File: src/hdl/can_status_cfg.svh
// Purpose: register offsets, field positions and reset values of the status block
// Assumes: 32-bit APB data, byte addresses
// Notes: definitions only
`ifndef CAN_STATUS_CFG_SVH
`define CAN_STATUS_CFG_SVH
`define OFS_TRANSMIT_STATUS 12'h008
`define OFS_RX_QUEUE0_STATUS 12'h00C
`define OFS_RX_QUEUE1_STATUS 12'h010
`define OFS_IRQ_ENABLE_MASK 12'h014
`define OFS_ERROR_STATUS 12'h018
`define OFS_TX_REQUEST 12'h01C
`define IRQ_ENABLE_RESET 32'h0000_0000
`define IRQ_ENABLE_USED 32'h0003_8F7F
`define RXQ_RELEASE_BIT 5
`define RXQ_OVERRUN_BIT 4
`define RXQ_FULL_BIT 3
`define TSR_REQUEST_COMPLETE_FLAG_LSB 0
`define TSR_SUCCESS_LSB 1
`define TSR_ARBLOST_LSB 2
`define TSR_ERROR_LSB 3
`define TSR_ABORT_LSB 7
`define TSR_MBOX_STRIDE 8
`define TSR_EMPTY_LSB 26
`define TSR_CODE_LSB 24
`define TSR_LOW_LSB 29
`define RXQ_DEPTH 2'h3
`define IE_TX_EMPTY 0
`define IE_PEND0 1
`define IE_FULL0 2
`define IE_OVR0 3
`define IE_PEND1 4
`define IE_FULL1 5
`define IE_OVR1 6
`define IE_WARN 8
`define IE_PASSIVE 9
`define IE_BUSOFF 10
`define IE_LEC 11
`define IE_ERROR 15
`define IE_WAKEUP 16
`define IE_SLEEP 17
`define ESR_LEC_LSB 4
`define ESR_ERR_EV_BIT 2
`define ESR_WAKE_EV_BIT 3
`define ESR_SLEEP_EV_BIT 4
`endif

File: src/hdl/can_status_pkg.sv
// Purpose: shared types of the status block
// Assumes: three transmit mailboxes, two receive queues
// Notes: offsets live in can_status_cfg.svh
package can_status_pkg;
    typedef logic [1:0] mbox_idx_t;
    // per-mailbox report from the transmit engine, one-cycle pulses
    typedef struct packed {
        logic done_ok;
        logic done_arb_lost;
        logic done_bus_err;
        logic aborted;
    } tx_result_s;
    // error status from the fault confinement logic
    typedef struct packed {
        logic [2:0] last_error_code;
        logic lec_hw_write;
        logic bus_off_state;
        logic error_passive_state;
        logic error_warning_state;
    } err_status_s;
    typedef enum logic [1:0] {
        RXQ_IDLE = 2'b00,
        RXQ_RELEASE = 2'b01
    } rxq_state_e;
endpackage

File: src/hdl/can_mailbox_status_irq.sv
// Purpose: transmit mailbox status, receive queue status and interrupt enables over APB
// Assumes: one clock, transmit engine and receive store on the same clock
// Notes: interrupt lines are levels
//        abort answers come back from the engine; a release to the store finishes here in one cycle
//
// The APB interface to the registers was chosen for this implementation.
`timescale 1ns/10ps
`include "can_status_cfg.svh"
module can_mailbox_status_irq
    import can_status_pkg::*;
(
    // clock and reset
    input wire logic core_clk_i,
    input wire logic rst_b_i,
    // apb slave
    input wire logic psel_i,
    input wire logic penable_i,
    input wire logic pwrite_i,
    input wire logic [11:0] paddr_i,
    input wire logic [31:0] pwdata_i,
    output logic [31:0] prdata_o,
    output logic pready_o,
    output logic pslverr_o,
    // transmit engine
    input wire tx_result_s [2:0] tx_result_i,
    input wire mbox_idx_t tx_lowest_prio_i,
    output logic [2:0] tx_pending_o,
    output logic [2:0] tx_abort_o,
    // receive store and master status
    input wire logic [1:0] rx_store_i,
    input wire logic sleep_ack_set_i,
    input wire logic sleep_ack_clr_i,
    input wire logic wakeup_set_i,
    input wire err_status_s err_i,
    output logic [1:0] rx_release_o,
    // interrupts
    output logic irq_tx_o,
    output logic irq_rx0_o,
    output logic irq_rx1_o,
    output logic irq_status_o
);
    // transmit mailbox state, one bit per mailbox
    logic [2:0] pend_ff;
    logic [2:0] abort_ff;
    // completion and outcome of the last request
    logic [2:0] request_complete_flag_ff;
    logic [2:0] ok_ff;
    logic [2:0] arb_ff;
    logic [2:0] tx_error_flag_ff;

    // receive queue state, one entry per queue
    logic [1:0] cnt_ff [2];
    logic [1:0] full_ff;
    logic [1:0] ovr_ff;
    logic [1:0] rel_ff;

    // enables and events
    logic [31:0] ie_ff;
    logic sleep_ev_ff;
    logic wake_ev_ff;
    logic err_ev_ff;
    // last error states; only a rising state is a detection
    logic [2:0] bo_ep_ew_ff;

    // bus answer; read data from a flop costs one wait state
    logic [31:0] prdata_ff;
    logic pready_ff;
    logic pslverr_ff;

    // interrupt levels
    logic irq_tx_ff;
    logic irq_rx0_ff;
    logic irq_rx1_ff;
    logic irq_status_ff;

    // apb decode; only the first access cycle is taken, so the cycle with
    // pready high repeats the request without writing twice
    wire setup_acc = psel_i && penable_i && !pready_ff;
    wire wr = setup_acc && pwrite_i;
    wire rd = setup_acc && !pwrite_i;

    // register select by byte address
    wire hit_tsr = (paddr_i == `OFS_TRANSMIT_STATUS);
    wire hit_rq0 = (paddr_i == `OFS_RX_QUEUE0_STATUS);
    wire hit_rq1 = (paddr_i == `OFS_RX_QUEUE1_STATUS);
    wire hit_ie = (paddr_i == `OFS_IRQ_ENABLE_MASK);
    wire hit_esr = (paddr_i == `OFS_ERROR_STATUS);
    wire hit_txr = (paddr_i == `OFS_TX_REQUEST);
    wire hit_any = hit_tsr | hit_rq0 | hit_rq1 | hit_ie | hit_esr | hit_txr;

    // mailbox field extraction from the transmit status word
    function automatic logic [2:0] mbox_bits(input logic [31:0] w, input int lsb);
        mbox_bits = {w[lsb + 2 * `TSR_MBOX_STRIDE], w[lsb + `TSR_MBOX_STRIDE], w[lsb]};
    endfunction

    // writes of one clear a completion or ask for an abort
    wire [2:0] wr_request_complete_flag = (wr && hit_tsr) ? mbox_bits(pwdata_i, `TSR_REQUEST_COMPLETE_FLAG_LSB) : 3'h0;
    wire [2:0] wr_abort = (wr && hit_tsr) ? mbox_bits(pwdata_i, `TSR_ABORT_LSB) : 3'h0;
    // transmit request is written through a dedicated word, one bit per mailbox
    // a request for a mailbox already pending is dropped
    wire [2:0] wr_transmit_request = (wr && hit_txr) ? pwdata_i[2:0] & ~pend_ff : 3'h0;

    // any outcome ends an attempt; outcomes for idle mailboxes are ignored
    logic [2:0] done_any;
    always_comb begin
        for (int m = 0; m < 3; m++) begin
            done_any[m] = tx_result_i[m].done_ok | tx_result_i[m].done_arb_lost |
                          tx_result_i[m].done_bus_err | tx_result_i[m].aborted;
        end
    end

    // new request or write-one clears the completion, and with it the outcome flags
    wire [2:0] request_complete_flag_clr = wr_request_complete_flag | wr_transmit_request;
    // any outcome frees a pending mailbox, an abort included
    wire [2:0] nxt_pend = (pend_ff | wr_transmit_request) & ~(done_any & pend_ff);
    // abort has no effect on an idle mailbox and drops once it empties
    wire [2:0] nxt_abort = (abort_ff | (wr_abort & pend_ff)) & nxt_pend;
    // completion event beats a clear in the same cycle
    wire [2:0] nxt_request_complete_flag = (request_complete_flag_ff & ~request_complete_flag_clr) | (done_any & pend_ff);


    // an abort answer leaves the outcome flags alone; a finished attempt
    // beats a clear in the same cycle
    logic [2:0] nxt_ok, nxt_arb, nxt_tx_error_flag;
    always_comb begin
        for (int m = 0; m < 3; m++) begin
            nxt_ok[m] = request_complete_flag_clr[m] ? 1'b0 : ok_ff[m];
            nxt_arb[m] = request_complete_flag_clr[m] ? 1'b0 : arb_ff[m];
            nxt_tx_error_flag[m] = request_complete_flag_clr[m] ? 1'b0 : tx_error_flag_ff[m];
            if (pend_ff[m] && done_any[m] && !tx_result_i[m].aborted) begin
                nxt_ok[m] = tx_result_i[m].done_ok;
                nxt_arb[m] = tx_result_i[m].done_arb_lost;
                nxt_tx_error_flag[m] = tx_result_i[m].done_bus_err;
            end
        end
    end

    // mailbox code and lowest priority flags
    // the engine's priority index is only trusted while mailboxes wait
    wire [2:0] empty = ~pend_ff;
    wire all_pend = &pend_ff;
    wire multi_pend = (pend_ff[0] & pend_ff[1]) | (pend_ff[0] & pend_ff[2]) |
                      (pend_ff[1] & pend_ff[2]);
    // next free mailbox is the lowest empty index
    wire mbox_idx_t free_idx = empty[0] ? 2'h0 : (empty[1] ? 2'h1 : 2'h2);
    wire mbox_idx_t code = all_pend ? tx_lowest_prio_i : free_idx;

    // with fewer than two waiting there is no order to report
    wire [2:0] low_sel = 3'h1 << tx_lowest_prio_i;
    wire [2:0] low = multi_pend ? (pend_ff & low_sel) : 3'h0;

    // reserved bits read zero
    wire [31:0] tsr_word = {low, empty, code, abort_ff[2], 3'h0, tx_error_flag_ff[2], arb_ff[2],
                            ok_ff[2], request_complete_flag_ff[2], abort_ff[1], 3'h0, tx_error_flag_ff[1],
                            arb_ff[1], ok_ff[1], request_complete_flag_ff[1], abort_ff[0], 3'h0,
                            tx_error_flag_ff[0], arb_ff[0], ok_ff[0], request_complete_flag_ff[0]};

    // a queue holds at least one message
    function automatic logic has_msg(input logic [1:0] c);
        has_msg = (c != 2'h0);
    endfunction

    // receive queue updates
    // count, full and overrun of both queues, worked out side by side
    wire [1:0] hit_rq = {hit_rq1, hit_rq0};
    logic [1:0] nxt_cnt [2];
    logic [1:0] nxt_full, nxt_ovr, nxt_rel, rel_do, store_ok;
    always_comb begin
        for (int q = 0; q < 2; q++) begin
            // release only acts on a non-empty queue and finishes in one cycle
            rel_do[q] = rel_ff[q] && has_msg(cnt_ff[q]);
            nxt_rel[q] = wr && hit_rq[q] && pwdata_i[`RXQ_RELEASE_BIT] &&
                         has_msg(cnt_ff[q]);
            // a store in the cycle of a release takes the slot it frees
            store_ok[q] = rx_store_i[q] && ((cnt_ff[q] != `RXQ_DEPTH) || rel_do[q]);
            nxt_cnt[q] = cnt_ff[q] + {1'b0, store_ok[q]} - {1'b0, rel_do[q]};
            // software clears by writing one; a set below still wins
            nxt_full[q] = full_ff[q];
            nxt_ovr[q] = ovr_ff[q];
            if (wr && hit_rq[q] && pwdata_i[`RXQ_FULL_BIT]) begin
                nxt_full[q] = 1'b0;
            end
            if (wr && hit_rq[q] && pwdata_i[`RXQ_OVERRUN_BIT]) begin
                nxt_ovr[q] = 1'b0;
            end
            // full rises on the step into the last slot only
            if (nxt_cnt[q] == `RXQ_DEPTH && cnt_ff[q] != `RXQ_DEPTH) begin
                nxt_full[q] = 1'b1;
            end
            // a store that finds no slot is dropped
            if (rx_store_i[q] && cnt_ff[q] == `RXQ_DEPTH && !rel_do[q]) begin
                nxt_ovr[q] = 1'b1;
            end
        end
    end

    // queue word: release, overrun, full, a reserved zero, count
    function automatic logic [31:0] rxq_word(input logic [1:0] c, input logic f,
                                             input logic o, input logic r);
        rxq_word = {26'h0, r, o, f, 1'b0, c};
    endfunction

    // error states are levels; their rising edge counts as a detection
    wire [2:0] state_now = {err_i.bus_off_state, err_i.error_passive_state,
                            err_i.error_warning_state};
    wire [2:0] state_rise = state_now & ~bo_ep_ew_ff;

    // each source has its own enable
    wire lec_src = err_i.lec_hw_write && (err_i.last_error_code != 3'h0) && ie_ff[`IE_LEC];
    wire bus_off_state_src = state_rise[2] && ie_ff[`IE_BUSOFF];
    wire passive_src = state_rise[1] && ie_ff[`IE_PASSIVE];
    wire warning_src = state_rise[0] && ie_ff[`IE_WARN];
    wire err_src = lec_src | bus_off_state_src | passive_src | warning_src;

    // events clear on a written one; a new event in that cycle wins
    wire msr_clr = wr && hit_esr;
    wire clr_err_ev = msr_clr && pwdata_i[`ESR_ERR_EV_BIT];
    wire clr_wake_ev = msr_clr && pwdata_i[`ESR_WAKE_EV_BIT];
    wire clr_sleep_ev = msr_clr && pwdata_i[`ESR_SLEEP_EV_BIT];
    wire nxt_err_ev = err_src | (err_ev_ff & ~clr_err_ev);
    wire nxt_wake_ev = wakeup_set_i | (wake_ev_ff & ~clr_wake_ev);
    // a sleep acknowledge is only recorded while its enable is set
    wire nxt_sleep_ev = (sleep_ack_set_i & ie_ff[`IE_SLEEP]) |
                        (sleep_ev_ff & ~sleep_ack_clr_i & ~clr_sleep_ev);
    // event word shares the error status slot: events low, error state above
    // the error counters live in the fault confinement logic, not here
    wire [31:0] esr_word = {21'h0, err_i.last_error_code, state_now, sleep_ev_ff,
                            wake_ev_ff, err_ev_ff, 2'h0};

    // words built once so the read mux stays a plain selection
    wire [31:0] rq0_word = rxq_word(cnt_ff[0], full_ff[0], ovr_ff[0], rel_ff[0]);
    wire [31:0] rq1_word = rxq_word(cnt_ff[1], full_ff[1], ovr_ff[1], rel_ff[1]);
    wire [31:0] txr_word = {29'h0, pend_ff};

    // read mux; unmapped addresses read zero and flag an error
    wire [31:0] rd_mux = hit_tsr ? tsr_word :
                         hit_rq0 ? rq0_word :
                         hit_rq1 ? rq1_word :
                         hit_ie ? ie_ff :
                         hit_esr ? esr_word :
                         hit_txr ? txr_word : 32'h0;

    // interrupt levels, held while their sources stay true
    wire tx_done_src = ie_ff[`IE_TX_EMPTY] && (|request_complete_flag_ff);
    wire rx0_pend_src = ie_ff[`IE_PEND0] && has_msg(cnt_ff[0]);
    wire rx0_full_src = ie_ff[`IE_FULL0] && full_ff[0];
    wire rx0_ovr_src = ie_ff[`IE_OVR0] && ovr_ff[0];
    wire rx1_pend_src = ie_ff[`IE_PEND1] && has_msg(cnt_ff[1]);
    wire rx1_full_src = ie_ff[`IE_FULL1] && full_ff[1];
    wire rx1_ovr_src = ie_ff[`IE_OVR1] && ovr_ff[1];
    wire sleep_src = ie_ff[`IE_SLEEP] && sleep_ev_ff;
    wire wake_src = ie_ff[`IE_WAKEUP] && wake_ev_ff;
    wire err_irq_src = ie_ff[`IE_ERROR] && err_ev_ff;

    // levels, not pulses: a line stays up until software, or sleep_ack_clr_i for the sleep event, removes its source
    wire nxt_irq_tx = tx_done_src;
    wire nxt_irq_rx0 = rx0_pend_src || rx0_full_src || rx0_ovr_src;
    wire nxt_irq_rx1 = rx1_pend_src || rx1_full_src || rx1_ovr_src;
    wire nxt_irq_status = sleep_src || wake_src || err_irq_src;

    // transmit state
    // all flags start clear, so every mailbox reads empty
    always_ff @(posedge core_clk_i) begin
        if (!rst_b_i) begin
            pend_ff <= 3'h0;
            abort_ff <= 3'h0;
            request_complete_flag_ff <= 3'h0;
            ok_ff <= 3'h0;
            arb_ff <= 3'h0;
            tx_error_flag_ff <= 3'h0;
        end else begin
            pend_ff <= nxt_pend;
            abort_ff <= nxt_abort;
            request_complete_flag_ff <= nxt_request_complete_flag;
            ok_ff <= nxt_ok;
            arb_ff <= nxt_arb;
            tx_error_flag_ff <= nxt_tx_error_flag;
        end
    end

    // receive queue state
    // a release pulse lasts one cycle; the count drops with it
    always_ff @(posedge core_clk_i) begin
        if (!rst_b_i) begin
            cnt_ff <= '{2'h0, 2'h0};
            full_ff <= 2'h0;
            ovr_ff <= 2'h0;
            rel_ff <= 2'h0;
        end else begin
            cnt_ff <= nxt_cnt;
            full_ff <= nxt_full;
            ovr_ff <= nxt_ovr;
            rel_ff <= nxt_rel;
        end
    end

    // enables and events
    // only implemented enable bits are kept; the others read zero
    always_ff @(posedge core_clk_i) begin
        if (!rst_b_i) begin
            ie_ff <= `IRQ_ENABLE_RESET;
            sleep_ev_ff <= 1'b0;
            wake_ev_ff <= 1'b0;
            err_ev_ff <= 1'b0;
            bo_ep_ew_ff <= 3'h0;
        end else begin
            if (wr && hit_ie) begin
                ie_ff <= pwdata_i & `IRQ_ENABLE_USED;
            end
            sleep_ev_ff <= nxt_sleep_ev;
            wake_ev_ff <= nxt_wake_ev;
            err_ev_ff <= nxt_err_ev;
            bo_ep_ew_ff <= state_now;
        end
    end

    // bus answer and registered outputs
    // each transfer is answered once, one cycle after it is taken
    always_ff @(posedge core_clk_i) begin
        if (!rst_b_i) begin
            prdata_ff <= 32'h0;
            pready_ff <= 1'b0;
            pslverr_ff <= 1'b0;
            irq_tx_ff <= 1'b0;
            irq_rx0_ff <= 1'b0;
            irq_rx1_ff <= 1'b0;
            irq_status_ff <= 1'b0;
        end else begin
            pready_ff <= setup_acc;
            pslverr_ff <= setup_acc && !hit_any;
            prdata_ff <= rd ? rd_mux : 32'h0;
            irq_tx_ff <= nxt_irq_tx;
            irq_rx0_ff <= nxt_irq_rx0;
            irq_rx1_ff <= nxt_irq_rx1;
            irq_status_ff <= nxt_irq_status;
        end
    end

    // bus answer
    assign prdata_o = prdata_ff;
    assign pready_o = pready_ff;
    assign pslverr_o = pslverr_ff;

    // engine and store side
    assign tx_pending_o = pend_ff;
    assign tx_abort_o = abort_ff;
    assign rx_release_o = rel_ff;

    // interrupt lines
    assign irq_tx_o = irq_tx_ff;
    assign irq_rx0_o = irq_rx0_ff;
    assign irq_rx1_o = irq_rx1_ff;
    assign irq_status_o = irq_status_ff;
endmodule // can_mailbox_status_irq

File: config.mk
export PLATFORM = sky130hd
export DESIGN_NAME = can_mailbox_status_irq
export DESIGN_NICKNAME = d
export VERILOG_FILES = /design/src/hdl/can_status_pkg.sv /design/src/hdl/can_mailbox_status_irq.sv
export VERILOG_INCLUDE_DIRS = /design/src /design/src/hdl
export SDC_FILE = /design/constraint.sdc
export NUM_CORES = 1
export LEC_CHECK = 0
export ABC_AREA = 1
export BUFFER_PORTS_ARGS = -buffer_cell sky130_fd_sc_hd__buf_2
export CORE_MARGIN = 10
export CORE_UTILIZATION = 54
export DETAILED_ROUTE_END_ITERATION = 12
export HOLD_SLACK_MARGIN = 0.05
export PLACE_DENSITY = 0.87
export SLEW_MARGIN = 25
export SYNTH_ARGS = -nofsm -noshare
export SYNTH_HDL_FRONTEND = slang
export SYNTH_SLANG_ARGS = --single-unit
File: constraint.sdc
create_clock -name core_clk_i -period 2.6 [get_ports core_clk_i]
set_clock_uncertainty 0.2 [all_clocks]
set_input_delay 0.13 -clock core_clk_i [delete_from_list [all_inputs] [get_ports core_clk_i]]
set_output_delay 0.13 -clock core_clk_i [all_outputs]
set_load 0.05 [all_outputs]
======== Yosys cells after proc, flatten, opt, wreduce, memory -nomap -nowiden ========
Index checks and enable logic that the tools add are counted.
storage, ports and cells
  word-level logic and storage cells ...... 219
  register bits after elaboration ......... 86
operators by class
  eq/ne operators ......................... 12
  multiplexer cells ....................... 33
  reductions and logical operators ........ 84
  bitwise logic cells ..................... 52
  $add $sub $neg .......................... 4
  shift-type cells ........................ 1
operators with widths
  kind                   number
  $mux W18               3
  $logic_and A1 B1 Y1    53
  $eq A12 B5 Y1 const B  4
  $mux W32               1
  $and A3 B3 Y3          8
  $eq A12 B4 Y1 const B  2
  $or A1 B1 Y1           22
  $mux W1                20
  $reduce_bool A2 Y1     9
  $mux W3                5
  $not A3 Y3             4
  $or A3 B3 Y3           4
  $mux W11               1
  $and A1 B1 Y1          8
  $eq A2 B2 Y1 const B   4
  $logic_not A1 Y1       8
  $logic_or A1 B1 Y1     8
  $mux W2                3
  $not A1 Y1             6
  $reduce_or A3 Y1       2
  $reduce_or A5 Y1       1
  $add A2 B1 Y2          2
  $ne A2 B2 Y1 const B   2
  $sub A2 B1 Y2          2
  other kinds (4)        4

======== Logic depth before layout (Yosys ltp) ========
  word-level depth ........................ 9
  gate-level depth with buffers ........... 11

======== Worst setup path after synthesis ========
OpenSTA, ideal clock, no wires.
  path kind ............................... reg2reg
  start ................................... register rel_ff[1] (netlist: rx_release_o[1])
  end ..................................... register full_ff[1]
  arrival ................................. 1767 ps
  setup time .............................. 74 ps
  slack ................................... 559 ps
  data required time ...................... 2326 ps
  stages on the path, launching flop included .. 10
  path through ............................ dfxtp_1 > inv_1 > nor2_1 > ha_1 > inv_1 > ha_1 > xor2_1 > xor2_1 > nand3_1 > o21ai_0
between the ends
  word-level cells in the longest chain between the ends .. 8
RTL lines
  item                                           line                           source
  start, declared                                can_mailbox_status_irq.sv:55   logic [1:0] rel_ff;
  start signal, assigned                         can_mailbox_status_irq.sv:293  rel_ff <= nxt_rel;
  $logic_and A1 B1 Y1 *                          can_mailbox_status_irq.sv:171  rel_do[q] = rel_ff[q] && has_msg(cnt_ff[q]);
  $logic_or A1 B1 Y1                             can_mailbox_status_irq.sv:175  store_ok[q] = rx_store_i[q] && ((cnt_ff[q] != `RXQ_DEPTH) || rel_do[q]);
  $logic_and A1 B1 Y1                            can_mailbox_status_irq.sv:175
  $add A2 B1 Y2                                  can_mailbox_status_irq.sv:176  nxt_cnt[q] = cnt_ff[q] + {1'b0, store_ok[q]} - {1'b0, rel_do[q]};
  $sub A2 B1 Y2 *                                can_mailbox_status_irq.sv:176
  $eq A2 B2 Y1 (no line) *                       n/a
  $logic_and A1 B1 Y1 (no line) *                n/a
  $mux W1 or $reduce_bool A2 Y1 (tied branches)  n/a
  end signal, assigned                           can_mailbox_status_irq.sv:291  full_ff <= nxt_full;
  end, declared                                  can_mailbox_status_irq.sv:53   logic [1:0] full_ff;
Every way passes the cells marked *; elsewhere a longest branch is shown, timed or not.
A chain may end at the register's enable or synchronous reset.

======== Worst setup path after layout ========
  start ................................... input port psel_i
  end ..................................... register prdata_ff[29] (netlist: prdata_o[29])
between the ends
  word-level cells in the longest chain between the ends .. 4
RTL lines
  item                               line                           source
  start, declared                    can_mailbox_status_irq.sv:16   input wire logic psel_i,
  $logic_and A1 B1 Y1 (2 in series)  can_mailbox_status_irq.sv:78   wire setup_acc = psel_i && penable_i && !pready_ff;
  $logic_and A1 B1 Y1                can_mailbox_status_irq.sv:80   wire rd = setup_acc && !pwrite_i;
  $reduce_and A2 Y1 (no line)        n/a
  end signal, assigned               can_mailbox_status_irq.sv:331  prdata_ff <= rd ? rd_mux : 32'h0;
  end, declared                      can_mailbox_status_irq.sv:66   logic [31:0] prdata_ff;
Every way passes these cells.

==> key figures <==
Drt
  • DRC: 0
  • DRT iter0 DRCs: 440
  • Wirelength, routed: roughly 12000 um
  • WL/cell: about 16 um
  • Via/cell ratio: 5.536
  • DR pass1 iterations: 6
  • Via count: 3914
  • Antenna Nets Post-Route: 0

Die
  • Chip Width: slightly above 100 um
  • Num ports: between 100 and 150
  • Die ar.: between 10000 and 15000 um^2
  • Core footprint: about 6300 um^2
  • Die Y-Extent: 100.8 um
  • Row Count: 29
  • Initial Utilization: 0.5547

Synth
  • Yosys warning count: 0
  • Post-synthesis cell type count: 35
  • Post-synth top flop: dfxtp_1
  • Post-synthesis sequential area ratio: 0.4547
  • FFs w/ async S/R, synth: 0
  • Register bit total from synthesis: 80
  • Netlist Area Pre-Place: between 3000 and 4000 um^2
  • Synth Area per Inst: around 7.4 um^2
  • Cell count after synthesis: approximately 470
  • Post-synth EDFFs: 0

Final layout
  • P&R area growth vs syn: 36.48%
  • Layout cell share with drive strength beyond 1: 0.2162
  • Nets: ~700
  • Finished Cell Area: 4807 um^2
  • Fillers: approximately 440

GRT
  • First-pass GRT wire length: ~18000 um
  • Initial antenna violation count: 0
  • Largest net degree at the start of global routing: 29
  • Total track usage: 0.2216
  • Vias in the first global route: about 3.8k
  • Total global routing overflow: 0

Clocking
  • CTS tree: built
  • Bufs on Longest Clock Path: 2
  • Post-CTS Setup Bufs: 0
  • Clk_lat worst skew: approximately 0.36 ns
  • CTS sink cnt: 80
  • CTS clk-pin slew, worst paths: approximately 0.080 ns
  • CTS Buf Count: 9
  • H-tree depth: 3
  • Clock root cell: clkbuf_8

Power
  • Worst VDD drop: ~490 uV
  • Clock share of power: 0.427
  • Logic pwr share: 0.091
  • Pint: 1.990 mW
  • Seq pwr share: 0.482
  • Sw Pwr: roughly 620 uW
  • Switching Fraction: 0.2373
  • Pwr Density: 542.9 nW/um^2
  • Lkg Pwr: around 2.3 nW

Timing
  • Max Freq: between 0.3 and 0.4 GHz
  • Final Hold Viols: 0
  • Fin. max-slew vios: 0
  • Tmin final: about 2.5 ns
  • Endpoints failing setup: 0
  • Slew @ Worst Pin: between 0.6 and 0.7 ns
  • Tcrit/Tclk final: 0.9647
  • Slew margin rel.: 0.5396
  • Setup TNS Final: 0 ns
  • RSZ-0062 raised after global routing: false

Worst hold path
  • Hold crit path type: in -> reg
  • Hold path depth: 5
  • Worst Hold Path EP: ovr_ff[1]$_SDFFE_PN0P_
  • Hold_sp: paddr_i[3]

Critical path
  • Capturing point of the worst reg2reg path: prdata_o[29]$_SDFF_PN0_
  • Setup crit end kind: flop
  • Reg-to-Reg Start: pready_o$_SDFF_PN0_
  • CP Max Fanout: 12
  • Req. time, crit path: 2.70 ns
  • Worst Reg-to-Reg Cells: 8
  • Worst reg2reg setup slack: around 0.12 ns
  • Startpoint Class: input pin
  • Crit Path Category: in -> reg
  • CP Data Arrival Time: between 2 and 3 ns

Placed design
  • Port bufs: slightly below 100
  • GP Congestion: 0.9414
  • Final HPWL DP: roughly 7700 um
  • Placed Area: 4031 um^2

Outcome
  • Run status: finished, final reports clean

Job
  • Max-cap viol count: 0
==> stage by stage <==
stage / utilization / setup slack, ns / power [mW] / std cells / hold WS [ns]
floorplan: - / 0.5589 / 1.388 / 478 / 0.006974
global placement: 0.6349 / 0.6400 / 1.453 / 638 / 0.1287
detailed placement: 0.6349 / 0.5696 / 1.460 / 638 / 0.1437
CTS: 0.7551 / 0.06423 / 2.600 / 706 / 0.05584
global route: 0.7567 / 0.005483 / 2.686 / 706 / 0.08575
finish: 0.7570 / 0.09183 / 2.610 / 707 / 0.06254
==> cells by family (layout without fill, tap and decap cells) <==
group	after synthesis	after routing	synth area share
simple gates	198	198	0.2568
other cells	1	7	0.001065
fa+ha+maj	4	4	0.01421
xor+xnor	4	4	0.009946
compound gates	94	94	0.1492
flops	80	80	0.4547
buf+inv	92	243	0.1140
==> Yosys cell counts (2+ instances only) <==
library cell / instances / share of area
nand2_1: 90 / 0.096
o21ai_1: 5 / 0.0071
a31oi_1: 4 / 0.0071
o21ai_2: 4 / 0.0099
dfxtp_1: 80 / 0.45
xor2_1: 4 / 0.0099
inv_2: 2 / 0.0021
nor2_1: 32 / 0.034
inv_1: 70 / 0.075
nor2_2: 4 / 0.0071
nor4_1: 2 / 0.0036
o211ai_1: 5 / 0.011
ha_1: 4 / 0.014
buf_6: 2 / 0.0064
buf_4: 10 / 0.021
nor3_1: 10 / 0.014
nand4_1: 23 / 0.041
clkbuf_1: 5 / 0.0053
buf_2: 2 / 0.0028
o21ai_0: 34 / 0.048
a21oi_2: 2 / 0.0050
a21oi_1: 35 / 0.050
nand3_1: 31 / 0.044
o22ai_1: 2 / 0.0036
==> worst max-delay path, stage by stage <==
cell	delay (ns)
dlygate4sd3_1	0.54
buf_2	0.10
nand3_1	0.13
nor2_1	0.23
nand2_1	0.16
nor2_4	0.33
nand2_1	0.19
nor4_1	0.19
dlygate4sd3_1	0.60
==> flip-flops by register name (all words and copies together), names as in the netlist, 3 cells and up <==
register / flops
cnt_ff: 4
tx_error_flag_ff: 3
request_complete_flag_ff: 3
bo_ep_ew_ff: 3
tx_pending_o: 3
arb_ff: 3
tx_abort_o: 3
prdata_o: 26
ie_ff: 14
ok_ff: 3
==> cell type report <==
cell class | instances | area (um^2) | area share
antenna | 1 | 2.502 | 0.0005206
clock buffer | 10 | 127.6 | 0.02655
clock inverter | 6 | 115.1 | 0.02395
inverter | 73 | 275.3 | 0.05726
multi-input combinational | 306 | 1548 | 0.3220
sequential | 80 | 1602 | 0.3332
tap | 77 | 96.34 | 0.02004
timing repair buffer | 154 | 1041 | 0.2166
==> metal layers <==
metal	up-vias	wire [um]	GRT usage
met2	237	5637	0.3686
met3	70	1205	0.07270
met5	-	0	0
met1	1767	4264	0.2434
met4	0	548	0.1217
li1	1840	-	-
==> power by group through the flow <==
stage	clock, mW	combinational [mW]	sequential (mW)
floorplan	0	0.103	1.28
global placement	0	0.169	1.28
detailed placement	0	0.174	1.29
CTS	1.12	0.228	1.26
global route	1.17	0.256	1.26
finish	1.12	0.236	1.26
==> repair_timing <==
action,in CTS,in global routing
resized for setup,0,2
endpoints found under the setup margin,0,2
hold buffers,52,0
endpoints found under the hold margin,56,0
==> cell usage in the layout, fill, tap and decap left out, drive strengths merged, types with 6 or more instances in the layout <==
master and n:
dfxtp 80, dlygate4sd3 52, nand2 92, conb 6
clkbuf 10, a21oi 37, nand3 32, nor3 10
inv 74, nor2 37, o21ai 43, buf 102
nand4 23
==> worst max-delay path by stage <==
stage	slack, ns	startpoint	cells after the start	end
after floorplan	0.56	rx_release_o[1]$_SDFF_PN0_	9	full_ff[1]$_SDFFE_PN0P_
after global placement	0.64	paddr_i[7]	9	ie_ff[3]$_SDFFE_PN0P_
after detailed placement	0.57	cnt_ff[1]$_SDFF_PN0_	9	full_ff[1]$_SDFFE_PN0P_
after CTS	0.06	psel_i	9	prdata_o[29]$_SDFF_PN0_
after global routing	0.005	pready_o$_SDFF_PN0_	9	tx_abort_o[0]$_SDFF_PN0_
final	0.09	psel_i	9	prdata_o[29]$_SDFF_PN0_
No activity file was read; power rests on OpenSTA's default activity.
